`config.mk`:
```
export PLATFORM = sky130hd
export DESIGN_NAME = direct_control_pin_select
export DESIGN_NICKNAME = d
export VERILOG_FILES = /design/src/hdl/pin_select_pkg.sv /design/src/hdl/direct_control_pin_select.sv
export SDC_FILE = /design/constraint.sdc
export NUM_CORES = 1
export LEC_CHECK = 0
export BUFFER_PORTS_ARGS = -buffer_cell sky130_fd_sc_hd__buf_2
export CAP_MARGIN = 20
export CORE_MARGIN = 10
export CORE_UTILIZATION = 48
export CTS_BUF_LIST = sky130_fd_sc_hd__clkbuf_16
export DETAILED_ROUTE_END_ITERATION = 16
export PLACE_DENSITY = 0.79
export SLEW_MARGIN = 20
export SYNTH_ARGS = -nofsm -noshare
export SYNTH_HDL_FRONTEND = slang
export SYNTH_SLANG_ARGS = --single-unit
```
`constraint.sdc`:
```
create_clock -name i_ref_clk -period 1.3 [get_ports i_ref_clk]
set_input_delay 0.13 -clock i_ref_clk [delete_from_list [all_inputs] [get_ports i_ref_clk]]
set_output_delay 0.13 -clock i_ref_clk [all_outputs]
set_load 0.005 [all_outputs]
```
`src/hdl/pin_select_pkg.sv`:
```
package pin_select_pkg;

    // Width of the register-driven configuration bundle seen by the analog core.
    localparam int CFG_W = 8;

    // Layout of the general control word that the serial interface loads.
    localparam int GEN_BIAS_POS = 0;
    localparam int GEN_RX_POS = 1;
    localparam int GEN_DIV_POS = 7;

    // Reset values of the register-held configuration.
    localparam logic [CFG_W-1:0] GEN_CTRL_RST = 8'h00;
    localparam logic [CFG_W-1:0] GAIN_CTRL_RST = 8'h00;

    // Gain codes: all ones is full gain (0 dB), zero is the -18 dB setting.
    localparam logic [CFG_W-1:0] GAIN_MAX = 8'hFF;
    localparam logic [CFG_W-1:0] GAIN_MINUS_18DB = 8'h00;

    // Selection of the local oscillator division for the mixers.
    typedef enum logic [1:0] {
        LO_HALF_RATE = 2'h1,
        LO_QUARTER_RATE = 2'h2
    } lo_div_t;

endpackage

```
`src/hdl/direct_control_pin_select.sv`:
```
// Operation
// - Disable pin low turns shared pins direct.
// - Direct mode holds registers reset, bias/receive on.
// - Direct mode: power-down pin low enters low power.
// - Divider pin low halves LO, high quarters.
// - Gain pin low -18dB, high full 0dB.
module direct_control_pin_select (
    // Clock and reset.
    input wire logic i_ref_clk,
    input wire logic i_rst,
    // Pins from outside the chip.
    input wire logic i_serial_bus_disable_n,
    input wire logic i_pin9,
    input wire logic i_pin10,
    input wire logic i_pin11,
    // Register values written over the serial interface.
    input wire logic i_reg_we,
    input wire logic [pin_select_pkg::CFG_W-1:0] i_gen_ctrl_wdata,
    input wire logic [pin_select_pkg::CFG_W-1:0] i_gain_ctrl_wdata,
    // Serial interface pins, valid only in serial mode, and the serial mode flag.
    output logic o_serial_data_in,
    output logic o_serial_clk,
    output logic o_chip_select_n,
    output logic o_serial_active,
    // Configuration for the analog core.
    output logic o_bias_enable_bit,
    output logic o_receive_path_enable,
    output logic o_low_power,
    output pin_select_pkg::lo_div_t o_lo_div,
    output logic [pin_select_pkg::CFG_W-1:0] o_gain_code
);
    import pin_select_pkg::*;

    // Two-flop synchronisers for the four asynchronous pins.
    // Bit order of the synchroniser word: 3 bus disable, 2 gain or chip select,
    // 1 divider or serial clock, 0 power-down or serial data.
    logic [3:0] sync1_q, sync1_d, sync2_q, sync2_d;
    logic direct_mode;
    logic [CFG_W-1:0] gen_q, gen_d, gain_q, gain_d;
    logic ser_data_q, ser_data_d, ser_clk_q, ser_clk_d, cs_n_q, cs_n_d;
    logic active_q, active_d, bias_q, bias_d, rx_q, rx_d, lp_q, lp_d;
    lo_div_t div_q, div_d;
    logic [CFG_W-1:0] gcode_q, gcode_d;

    // The pins are sampled every edge with no filtering. A level held for less
    // than a clock may be missed, which is acceptable for static control lines.
    always_comb begin
        sync1_d = {i_serial_bus_disable_n, i_pin11, i_pin10, i_pin9};
        sync2_d = sync1_q;
    end

    // Both stages reset to all ones, so the block wakes in serial mode with
    // the chip select released and never sees a false mode change at reset.
    always_ff @(posedge i_ref_clk or posedge i_rst) begin
        if (i_rst) begin
            sync1_q <= 4'hF;
            sync2_q <= 4'hF;
        end else begin
            sync1_q <= sync1_d;
            sync2_q <= sync2_d;
        end
    end

    // Direct mode follows the synchronised disable pin level. A change on the
    // pin reaches the outputs three edges later: two synchroniser stages and
    // then the output registers, the same latency as the shared pins.
    assign direct_mode = ~sync2_q[3];

    // Registers load from the serial side, but are pinned at reset in direct mode.
    // Holding them at reset on every cycle means that a return to serial mode
    // starts from known values, at the cost of losing any earlier setup.
    always_comb begin
        gen_d = gen_q;
        gain_d = gain_q;
        if (direct_mode) begin
            gen_d = GEN_CTRL_RST;
            gain_d = GAIN_CTRL_RST;
        end else if (i_reg_we) begin
            gen_d = i_gen_ctrl_wdata;
            gain_d = i_gain_ctrl_wdata;
        end
    end

    always_ff @(posedge i_ref_clk or posedge i_rst) begin
        if (i_rst) begin
            gen_q <= GEN_CTRL_RST;
            gain_q <= GAIN_CTRL_RST;
        end else begin
            gen_q <= gen_d;
            gain_q <= gain_d;
        end
    end

    // Mode flag and serial pin copies. The copies are parked at the idle bus
    // levels in direct mode so that a stray level on a shared pin cannot be
    // mistaken for a bus transaction by the serial receiver.
    always_comb begin
        active_d = ~direct_mode;
        ser_data_d = 1'b0;
        ser_clk_d = 1'b0;
        cs_n_d = 1'b1;
        if (!direct_mode) begin
            ser_data_d = sync2_q[0];
            ser_clk_d = sync2_q[1];
            cs_n_d = sync2_q[2];
        end
    end

    always_ff @(posedge i_ref_clk or posedge i_rst) begin
        if (i_rst) begin
            active_q <= 1'b1;
            ser_data_q <= 1'b0;
            ser_clk_q <= 1'b0;
            cs_n_q <= 1'b1;
        end else begin
            active_q <= active_d;
            ser_data_q <= ser_data_d;
            ser_clk_q <= ser_clk_d;
            cs_n_q <= cs_n_d;
        end
    end

    // Bias and receive enables. Direct mode forces both on, since a part with
    // no host would otherwise stay dark while its registers sit at reset.
    // In serial mode they follow the general control word.
    always_comb begin
        bias_d = gen_q[GEN_BIAS_POS];
        rx_d = gen_q[GEN_RX_POS];
        if (direct_mode) begin
            bias_d = 1'b1;
            rx_d = 1'b1;
        end
    end

    always_ff @(posedge i_ref_clk or posedge i_rst) begin
        if (i_rst) begin
            bias_q <= 1'b0;
            rx_q <= 1'b0;
        end else begin
            bias_q <= bias_d;
            rx_q <= rx_d;
        end
    end

    // Low-power request. Only the direct-mode power-down pin raises it here;
    // in serial mode power control belongs to the register path. The pin has
    // no pull-up, so a floating pin is the controller's fault and is not
    // masked: its synchronised level is inverted and passed on unfiltered.
    always_comb begin
        lp_d = 1'b0;
        if (direct_mode) begin
            lp_d = ~sync2_q[0];
        end
    end

    always_ff @(posedge i_ref_clk or posedge i_rst) begin
        if (i_rst) begin
            lp_q <= 1'b0;
        end else begin
            lp_q <= lp_d;
        end
    end

    // Mixer division. The register bit set selects the half rate, which is
    // the inverse sense of the direct-mode pin, where high selects quarter.
    always_comb begin
        div_d = gen_q[GEN_DIV_POS] ? LO_HALF_RATE : LO_QUARTER_RATE;
        if (direct_mode) begin
            div_d = sync2_q[1] ? LO_QUARTER_RATE : LO_HALF_RATE;
        end
    end

    always_ff @(posedge i_ref_clk or posedge i_rst) begin
        if (i_rst) begin
            div_q <= LO_QUARTER_RATE;
        end else begin
            div_q <= div_d;
        end
    end

    // Gain code. Direct mode offers only the two end settings, full gain and
    // the lowest combined setting; finer steps need the serial interface.
    always_comb begin
        gcode_d = gain_q;
        if (direct_mode) begin
            gcode_d = sync2_q[2] ? GAIN_MAX : GAIN_MINUS_18DB;
        end
    end

    always_ff @(posedge i_ref_clk or posedge i_rst) begin
        if (i_rst) begin
            gcode_q <= GAIN_CTRL_RST;
        end else begin
            gcode_q <= gcode_d;
        end
    end

    // All outputs come straight from flip-flops, so the analog core and the
    // serial receiver never see glitches from the selection logic above.

    assign o_serial_active = active_q;
    assign o_serial_data_in = ser_data_q;
    assign o_serial_clk = ser_clk_q;
    assign o_chip_select_n = cs_n_q;
    assign o_bias_enable_bit = bias_q;
    assign o_receive_path_enable = rx_q;
    assign o_low_power = lp_q;
    assign o_lo_div = div_q;
    assign o_gain_code = gcode_q;

endmodule

```
==> reports/qor.yml, run 1 <==
tightest_slew_ps: 347
layout.nets: 159
clk_pin_slew_worst_paths_ps: 50
irDropWorstVdd_mv: 1.35
setup.worst_path.class: "register to output port"
antenna_left: 0
antenna_cells: 0
p_int_uw: 1990
path_buf_inv: 1
end_kind: "output port"
initial_core_util_pct: 50.7
min_to: "gain_q[4]$_DFFE_PP0P_"
synth_cell_types: 15
powerDensity_nw_per_um2: 1520
dieArea_um2: 5060
syn_area_per_cell_um2: 13.9
drc: 0
n_fill_cell: 185
maxSlewHeadroom_pct: 76.8
clk_latency_ps: 270
cts_setup_buffers: 0
report.final.slew_viol_count: 0
setup_viol: 0
hold_depth: 3
io_buffers: 34
cpLargestDelayFamily: "flip-flops"
required_ps: 1170
cp-start-kind: "register"
r2r_start: "sync2_q[3]$_DFF_PP1_"
final_cell_mix: "buf_2 (34), dfrtp_1 (25), nand2_1 (16)"
netlist_area_um2: 1250
clock_path_buffers: 2
drt-vias-per-instance: 4.51
cts_tree: "built"
finalSetupTns_ps: 0
hold_start: "i_gain_ctrl_wdata[4]"
regToRegSetupSlack_ps: 320
status: "complete, no violations"
dieWidth_um: 71.1
total_power_uw: 2500
rsz0062_at_grt: "no"
p_switching_uw: 508
critPathSlowestCell: "dfstp_2"
worstPathMaxFanout: 1
wl_um: 2330
grt_pass1_wl_um: 4030
cts_resized: 0
worstReg2RegEnd: "o_gain_code[0]$_DFF_PP0_"
syn_inst: 90
layout_commonest_cell: "buf_2"
synth_top_area_cell: "dfrtp_1"
numCtsBuffers: 5
leakagePower_uw: 0.000864
post-route-period-util_pct: 78.9
clock.fmax_ghz: 0.975
yosys_warnings: 0
place_hpwl_um: 1640
postCtsHoldBufs: 5
wl_per_cell_um: 13.9
seqCellArea_um2: 915
htree_levels: 2
holdWs_ps: 127
worstPathArrival_ps: 900
final_cells: 167
multiInputGateArea_um2: 297
sw_frac_of_total_pct: 20.3
place_inst: 154
finalHoldViolations: 0
yosys_register_bits: 36
yosysSeqAreaShare_pct: 72.9
dr.first_iter.drc_count: 38
cp_cell_sequence: "buf_2"
pwr-share-seq_pct: 49.1
synthesis.nets: 113
firstDrtPassIters: 4
r2r_cells: 3
worst_path_largest_cell_delay_ps: 520
numClockSinks: 36
overflow: 0
hold_path.class: "input pin to register"
p_clk_share_pct: 43.1
gp_congestion: 0.662
final_layout_size_suffix_gt1_share_pct: 40.1
grt_max_degree: 25
finClkSkew_ps: 2.67
ioPinCount: 40
coreArea_um2: 2480
synth_top_area_share_pct: 49.9
via_count: 754
first_global_vias: 844
cts-root-buf: "clkbuf_16"
area_growth_pct: 31.2
track_usage_pct: 10.3
die_h_um: 71.1
min_period_ps: 1030
grt_antenna_before_repair: 0
drv_cap: 0
yosys-top-cells-area: "dfrtp_1 (50%), dfstp_2 (23%), mux2i_1 (8.8%), nor2b_1 (5.5%), nand2_1 (4.8%)"
combPwrFrac_pct: 7.7
rows: 18
==> area by class of cell <==
| class | instances | share of cell area, % |
|---|---|---|
| sequential | 36 | 55.5 |
| multi-input combinational | 48 | 18.0 |
| timing repair buffer | 44 | 15.7 |
| clock buffer | 5 | 7.60 |
| tap | 30 | 2.28 |
| clock inverter | 3 | 0.684 |
| inverter | 1 | 0.228 |
==> registers in the layout (all words and copies together) (netlist names) <==
register               flops
o_gain_code                8
o_receive_path_enable      1
sync1_q                    4
o_serial_clk               1
gen_q                      3
o_lo_div                   2
o_serial_active            1
o_serial_data_in           1
o_bias_enable_bit          1
o_low_power                1
gain_q                     8
sync2_q                    4
o_chip_select_n            1
==> worst max-delay path by stage <==
| stage | cells past startpoint | slack [ps] | start | to |
|---|---|---|---|---|
| 2_1_floorplan | 3 | 340 | sync2_q[3]$_DFF_PP1_ | gain_q[1]$_DFFE_PP0P_ |
| 3_3_place_gp | 3 | 350 | sync2_q[3]$_DFF_PP1_ | o_gain_code[3]$_DFF_PP0_ |
| 3_5_place_dp | 3 | 320 | sync2_q[3]$_DFF_PP1_ | o_gain_code[0]$_DFF_PP0_ |
| 4_1_cts | 1 | 260 | o_lo_div[1]$_DFF_PP1_ | o_lo_div[1] |
| 5_1_grt | 1 | 240 | o_chip_select_n$_DFF_PP1_ | o_chip_select_n |
| 6_report | 1 | 270 | o_lo_div[1]$_DFF_PP1_ | o_lo_div[1] |
==> layer usage <==
metal,global-route usage (%),wire length (µm)
met4,4.52,44
met2,15.6,1140
met5,0,0
met1,10.3,866
met3,8.09,276
==> stage by stage <==
stage	worst slack, ps	util (%)	instance area [µm²]
CTS	261	66.5	1650
finish	274	66.5	1650
detailed placement	325	58.9	1460
global route	238	66.5	1650
global placement	349	58.9	1460
floorplan	337	-	1250
==> worst min-delay path, delay by kind of cell <==
| family | cells | cell delay (ps) |
|---|---|---|
| buffers and inverters | 1 | 80 |
| multiplexers | 1 | 60 |
| AND/OR/NAND/NOR | 1 | 100 |
==> power groups by stage <==
stage | logic (µW) | clock network (µW) | registers, µW
6_report | 193 | 1080 | 1230
5_1_grt | 220 | 1160 | 1230
4_1_cts | 200 | 1110 | 1230
3_5_place_dp | 187 | 0 | 1240
3_3_place_gp | 180 | 0 | 1240
2_1_floorplan | 96.4 | 0 | 1250
==> cell usage after synthesis, drive strengths merged <==
master	count
dfrtp	25
nand2	16
dfstp	11
mux2i	11
nor2b	11
buf	4
nand2b	4
and2	2
nor2	2
a21o	1
a21oi	1
clkbuf	1
inv	1
==> cell families after synthesis <==
group / count (synthesis) / share of synthesized area [%]
flops: 36 / 72.9
simple gates: 35 / 13.9
compound gates: 2 / 0.997
mux: 11 / 8.77
buf+inv: 6 / 3.49
(Power assumes the default switching activity.)
==> run 2, diff against run 1 <==
CORE_UTILIZATION = 44   (was 48)
PLACE_DENSITY = 0.76   (was 0.79)
clock period = 0.9 ns   (was 1.3 ns; I/O delays follow)
==> run 2 against run 1 <==
- the flow now finishes with violations (negative setup slack)
- clock skew is 1.4 ps lower
- final area is 6.1% higher
- sequential cell count stayed put
- hold slack worse by 36 ps
- routed wire length is 6.8% higher
- die area is 6.5% higher
- final cell count is 1.8% higher
- first-iteration DRC count is 58% higher
- sequential power is 45% higher
- non-clock buffer count is 2 higher
- critical path depth is 2 higher
- via count is 3.7% higher
- critical path type is now register to register
- critical endpoint is now o_gain_code[4]$_DFF_PP0_
==> reports/qor.yml, run 2 (same netlist as run 1, synthesis figures left out) <==
required_ps: 1060
rsz0062_at_grt: "yes"
area_growth_pct: 39.2
ioPinCount: 40
cp-start-kind: "register"
dieWidth_um: 73.4
drt-vias-per-instance: 4.60
worstPathMaxFanout: 5
clk_latency_ps: 270
worstPathArrival_ps: 1160
report.final.slew_viol_count: 0
grt_pass1_wl_um: 4060
powerDensity_nw_per_um2: 2100
p_clk_share_pct: 42.5
finClkSkew_ps: 1.32
cts_tree: "built"
r2r_cells: 3
io_buffers: 34
wl_per_cell_um: 14.6
numCtsBuffers: 5
post-route-period-util_pct: 111
setup.worst_path.class: "register to register"
path_buf_inv: 1
place_hpwl_um: 1690
critPathSlowestCell: "dfstp_2"
total_power_uw: 3670
coreArea_um2: 2730
seqCellArea_um2: 915
violations: "negative setup slack"
die_h_um: 73.4
clock_path_buffers: 2
r2r_start: "sync2_q[3]$_DFF_PP1_"
final_cell_mix: "buf_2 (32), dfrtp_1 (25), nand2_1 (12)"
cp-endpoint: "o_gain_code[4]$_DFF_PP0_"
startpoint: "sync2_q[3]$_DFF_PP1_"
htree_levels: 2
combPwrFrac_pct: 8.9
layout_commonest_cell: "buf_2"
p_int_uw: 2910
dieArea_um2: 5390
regToRegSetupSlack_ps: -100
track_usage_pct: 9.98
drv_cap: 0
cp_cell_sequence: "nand2b_4, buf_6, nand2_2"
finalHoldViolations: 0
grt_antenna_before_repair: 0
pwr-share-seq_pct: 48.6
gp_congestion: 0.667
path_depth: 3
setup_viol: 25
status: "finished with violations"
n_fill_cell: 220
sw_frac_of_total_pct: 20.7
worstReg2RegEnd: "o_gain_code[4]$_DFF_PP0_"
cpLargestDelayFamily: "flip-flops"
clock.fmax_ghz: 1.00
dr.first_iter.drc_count: 60
antenna_cells: 0
tightest_slew_ps: 362
min_period_ps: 999
wl_um: 2490
hold_path.class: "input pin to register"
clk_pin_slew_worst_paths_ps: 50
grt_max_degree: 37
rows: 19
fin_ws_ps: -99.4
antenna_left: 0
firstDrtPassIters: 4
final_core_utilization_pct: 63.9
initial_core_util_pct: 45.9
p_switching_uw: 758
multiInputGateArea_um2: 348
first_global_vias: 900
layout.nets: 161
maxSlewHeadroom_pct: 75.9
overflow: 0
worst_path_largest_cell_delay_ps: 570
numClockSinks: 36
via_count: 782
end_kind: "register"
irDropWorstVdd_mv: 1.81
leakagePower_uw: 0.000905
final_layout_size_suffix_gt1_share_pct: 49.6
cts-root-buf: "clkbuf_16"
drc: 0
==> run 2: worst min-delay path: stages <==
cell and delay, ps:
buf_2 70, mux2i_1 50, nor2b_1 100
==> run 2: power groups by stage <==
stage | combinational (µW) | sequential [µW] | clock (µW)
floorplan | 153 | 1800 | 0
global placement | 275 | 1800 | 0
detailed placement | 283 | 1800 | 0
CTS | 321 | 1780 | 1600
global route | 364 | 1790 | 1670
finish | 328 | 1780 | 1560
==> run 2: final cells by class <==
cell class / count / area share (%)
inverters: 1 / 0.215
clock inverters: 3 / 0.645
flip-flops and latches: 36 / 52.4
clock buffers: 5 / 7.16
multi-input cells: 48 / 19.9
repair buffers: 46 / 17.5
well taps: 31 / 2.22
==> run 2: how the worst min path moves through the flow <==
stage               depth (start not counted)                         end                  from
finish                                      3       gain_q[3]$_DFFE_PP0P_  i_gain_ctrl_wdata[3]
global route                                3        gen_q[1]$_DFFE_PP0P_   i_gen_ctrl_wdata[1]
CTS                                         3       gain_q[3]$_DFFE_PP0P_  i_gain_ctrl_wdata[3]
detailed placement                          3  o_serial_data_in$_DFF_PP0_                 i_rst
global placement                            3       o_low_power$_DFF_PP0_                 i_rst
floorplan                                   0        sync1_q[0]$_DFF_PP1_                i_pin9
==> run 2: routing by layer <==
layer	track usage [%]	wire length, µm	share of wire (%)	up-vias
li1	-	-	-	373
met1	9.22	942	38	381
met2	16.9	1270	51	24
met3	6.46	241	9.7	4
met4	4.35	34	1.4	0
met5	0	0	0	-
==> run 2: per-stage QoR <==
step / worst slack [ps] / cells / area [µm²] / hold slack [ps] / TNS (ps)
finish: -99.4 / 170 / 1750 / 90.3 / -1370
global placement: -83.6 / 156 / 1490 / 143 / -1050
CTS: -95.5 / 170 / 1720 / 88.6 / -1230
global route: -123 / 170 / 1750 / 112 / -2410
detailed placement: -110 / 156 / 1490 / 147 / -1500
floorplan: -35.2 / 90 / 1280 / 94.5 / -531
==> run 2: repair_timing <==
| item | 4_1_cts | 5_1_grt |
|---|---|---|
| endpoints found under the setup margin | 28 | 29 |
| pin swaps | 4 | 0 |
| setup buffers | 1 | 0 |
| hold buffers | 5 | 0 |
| endpoints found under the hold margin | 29 | 0 |
| gates resized for setup | 8 | 6 |
==> run 3, diff against run 2 <==
SKIP_LAST_GASP = 1   (was not set)
==> run 3 against run 2 <==
- the run still ends with negative setup slack left
- sequential power barely moved
- power fell by 0.30%
- final area fell by 1.0%
- critical path depth did not move
- clock skew barely moved
- clock-buffer cell count did not move
==> reports/qor.yml, run 3 (same netlist as run 1, synthesis figures left out) <==
status: "finished with violations"
violations: "negative setup slack"
die_h_um: 73.4
end_kind: "register"
io_buffers: 34
setup.worst_path.class: "register to register"
via_count: 782
grt_max_degree: 37
irDropWorstVdd_mv: 1.81
track_usage_pct: 9.98
placed_cell_area_um2: 1490
cts_tree: "built"
rows: 19
overflow: 0
grt_antenna_before_repair: 0
r2r_cells: 3
clock.fmax_ghz: 1.00
finalHoldViolations: 0
maxSlewHeadroom_pct: 75.9
initial_core_util_pct: 45.9
stdcell_area_um2: 1730
antenna_cells: 0
clk_latency_ps: 270
htree_levels: 2
place_inst: 156
wl_per_cell_um: 14.5
firstDrtPassIters: 4
numClockSinks: 36
numCtsBuffers: 5
grt_pass1_wl_um: 4060
leakagePower_uw: 0.000894
setup_viol: 24
final_cells: 170
n_fill_cell: 224
first_global_vias: 900
dr.first_iter.drc_count: 74
rsz0062_at_grt: "yes"
required_ps: 1060
finClkSkew_ps: 1.30
pre_cts_ws_ps: -110
drt-vias-per-instance: 4.60
cts-root-buf: "clkbuf_16"
tightest_slew_ps: 361
wl_um: 2470
total_power_uw: 3650
post-route-period-util_pct: 111
dieArea_um2: 5390
coreArea_um2: 2730
worstPathMaxFanout: 5
layout_commonest_cell: "buf_2"
min_period_ps: 1000
layout.nets: 161
fin_ws_ps: -99.7
worstPathArrival_ps: 1160
ioPinCount: 40
drv_cap: 0
gp_congestion: 0.667
final_cell_mix: "buf_2 (32), dfrtp_1 (25), nand2_1 (12)"
clk_pin_slew_worst_paths_ps: 50
place_hpwl_um: 1690
powerDensity_nw_per_um2: 2110
clock_path_buffers: 2
drc: 0
antenna_left: 0
hold_path.class: "input pin to register"
area_growth_pct: 37.8
finalSetupTns_ps: -1360
final_layout_size_suffix_gt1_share_pct: 47.5
dieWidth_um: 73.4
report.final.slew_viol_count: 0
cp-start-kind: "register"
hold_depth: 3
==> run 3: cell counts in the layout (fill, tap and decap cells not counted) <==
No cell type changed its count.
==> run 3: power breakdown <==
group          switching (µW)  total (µW)  internal (µW)
clock network             565        1560            992
registers                41.6        1780           1740
logic                     146         317            171
total                     753        3650           2900
==> run 3: worst paths after layout <==
check                      slack [ps]                  from                   endpoint
max                              -100  sync2_q[3]$_DFF_PP1_   o_gain_code[4]$_DFF_PP0_
max in group asynchronous         250                 i_rst  o_chip_select_n$_DFF_PP1_
min in group asynchronous         410                 i_rst     o_serial_clk$_DFF_PP0_
min                                90   i_gen_ctrl_wdata[0]       gen_q[0]$_DFFE_PP0P_
min reg2reg                       350  sync1_q[3]$_DFF_PP1_       sync2_q[3]$_DFF_PP1_
max reg2reg                      -100  sync2_q[3]$_DFF_PP1_   o_gain_code[4]$_DFF_PP0_
==> run 3: critical path: stages (launching register included) <==
cell	delay [ps]
dfstp_2	570
nand2b_4	140
buf_6	120
nand2_2	60
==> run 3: layout make-up <==
class | instances | area [µm²] | area share [%]
Clock buffer | 5 | 125 | 7.24
Multi-Input combinational cell | 48 | 330 | 19.1
Clock inverter | 3 | 11.3 | 0.651
Inverter | 1 | 3.75 | 0.217
Tap cell | 31 | 38.8 | 2.24
Sequential cell | 36 | 915 | 52.9
Timing Repair Buffer | 46 | 305 | 17.7
==> run 3: layer usage <==
| metal | vias to the layer above | global-route usage (%) | share of wire, % |
|---|---|---|---|
| met1 | 381 | 9.22 | 38 |
| met3 | 4 | 6.46 | 10 |
| met4 | 0 | 4.35 | 1.4 |
| met2 | 24 | 16.9 | 51 |
| li1 | 373 | - | - |
| met5 | - | 0 | 0 |
==> run 3: timing repair <==
| action | 4_1_cts | 5_1_grt |
|---|---|---|
| resized for setup | 8 | 3 |
| setup endpoints to repair | 28 | 29 |
| pin swaps | 4 | 0 |
| endpoints found under the hold margin | 29 | 0 |
| hold buffers | 5 | 0 |
| buffers inserted | 1 | 0 |
==> run 3: metrics by stage <==
stage | hold WS (ps) | utilization (%)
floorplan | 94.5 | -
global placement | 143 | 54.6
detailed placement | 147 | 54.6
CTS | 88.6 | 63.0
global route | 112 | 63.2
finish | 86.9 | 63.2
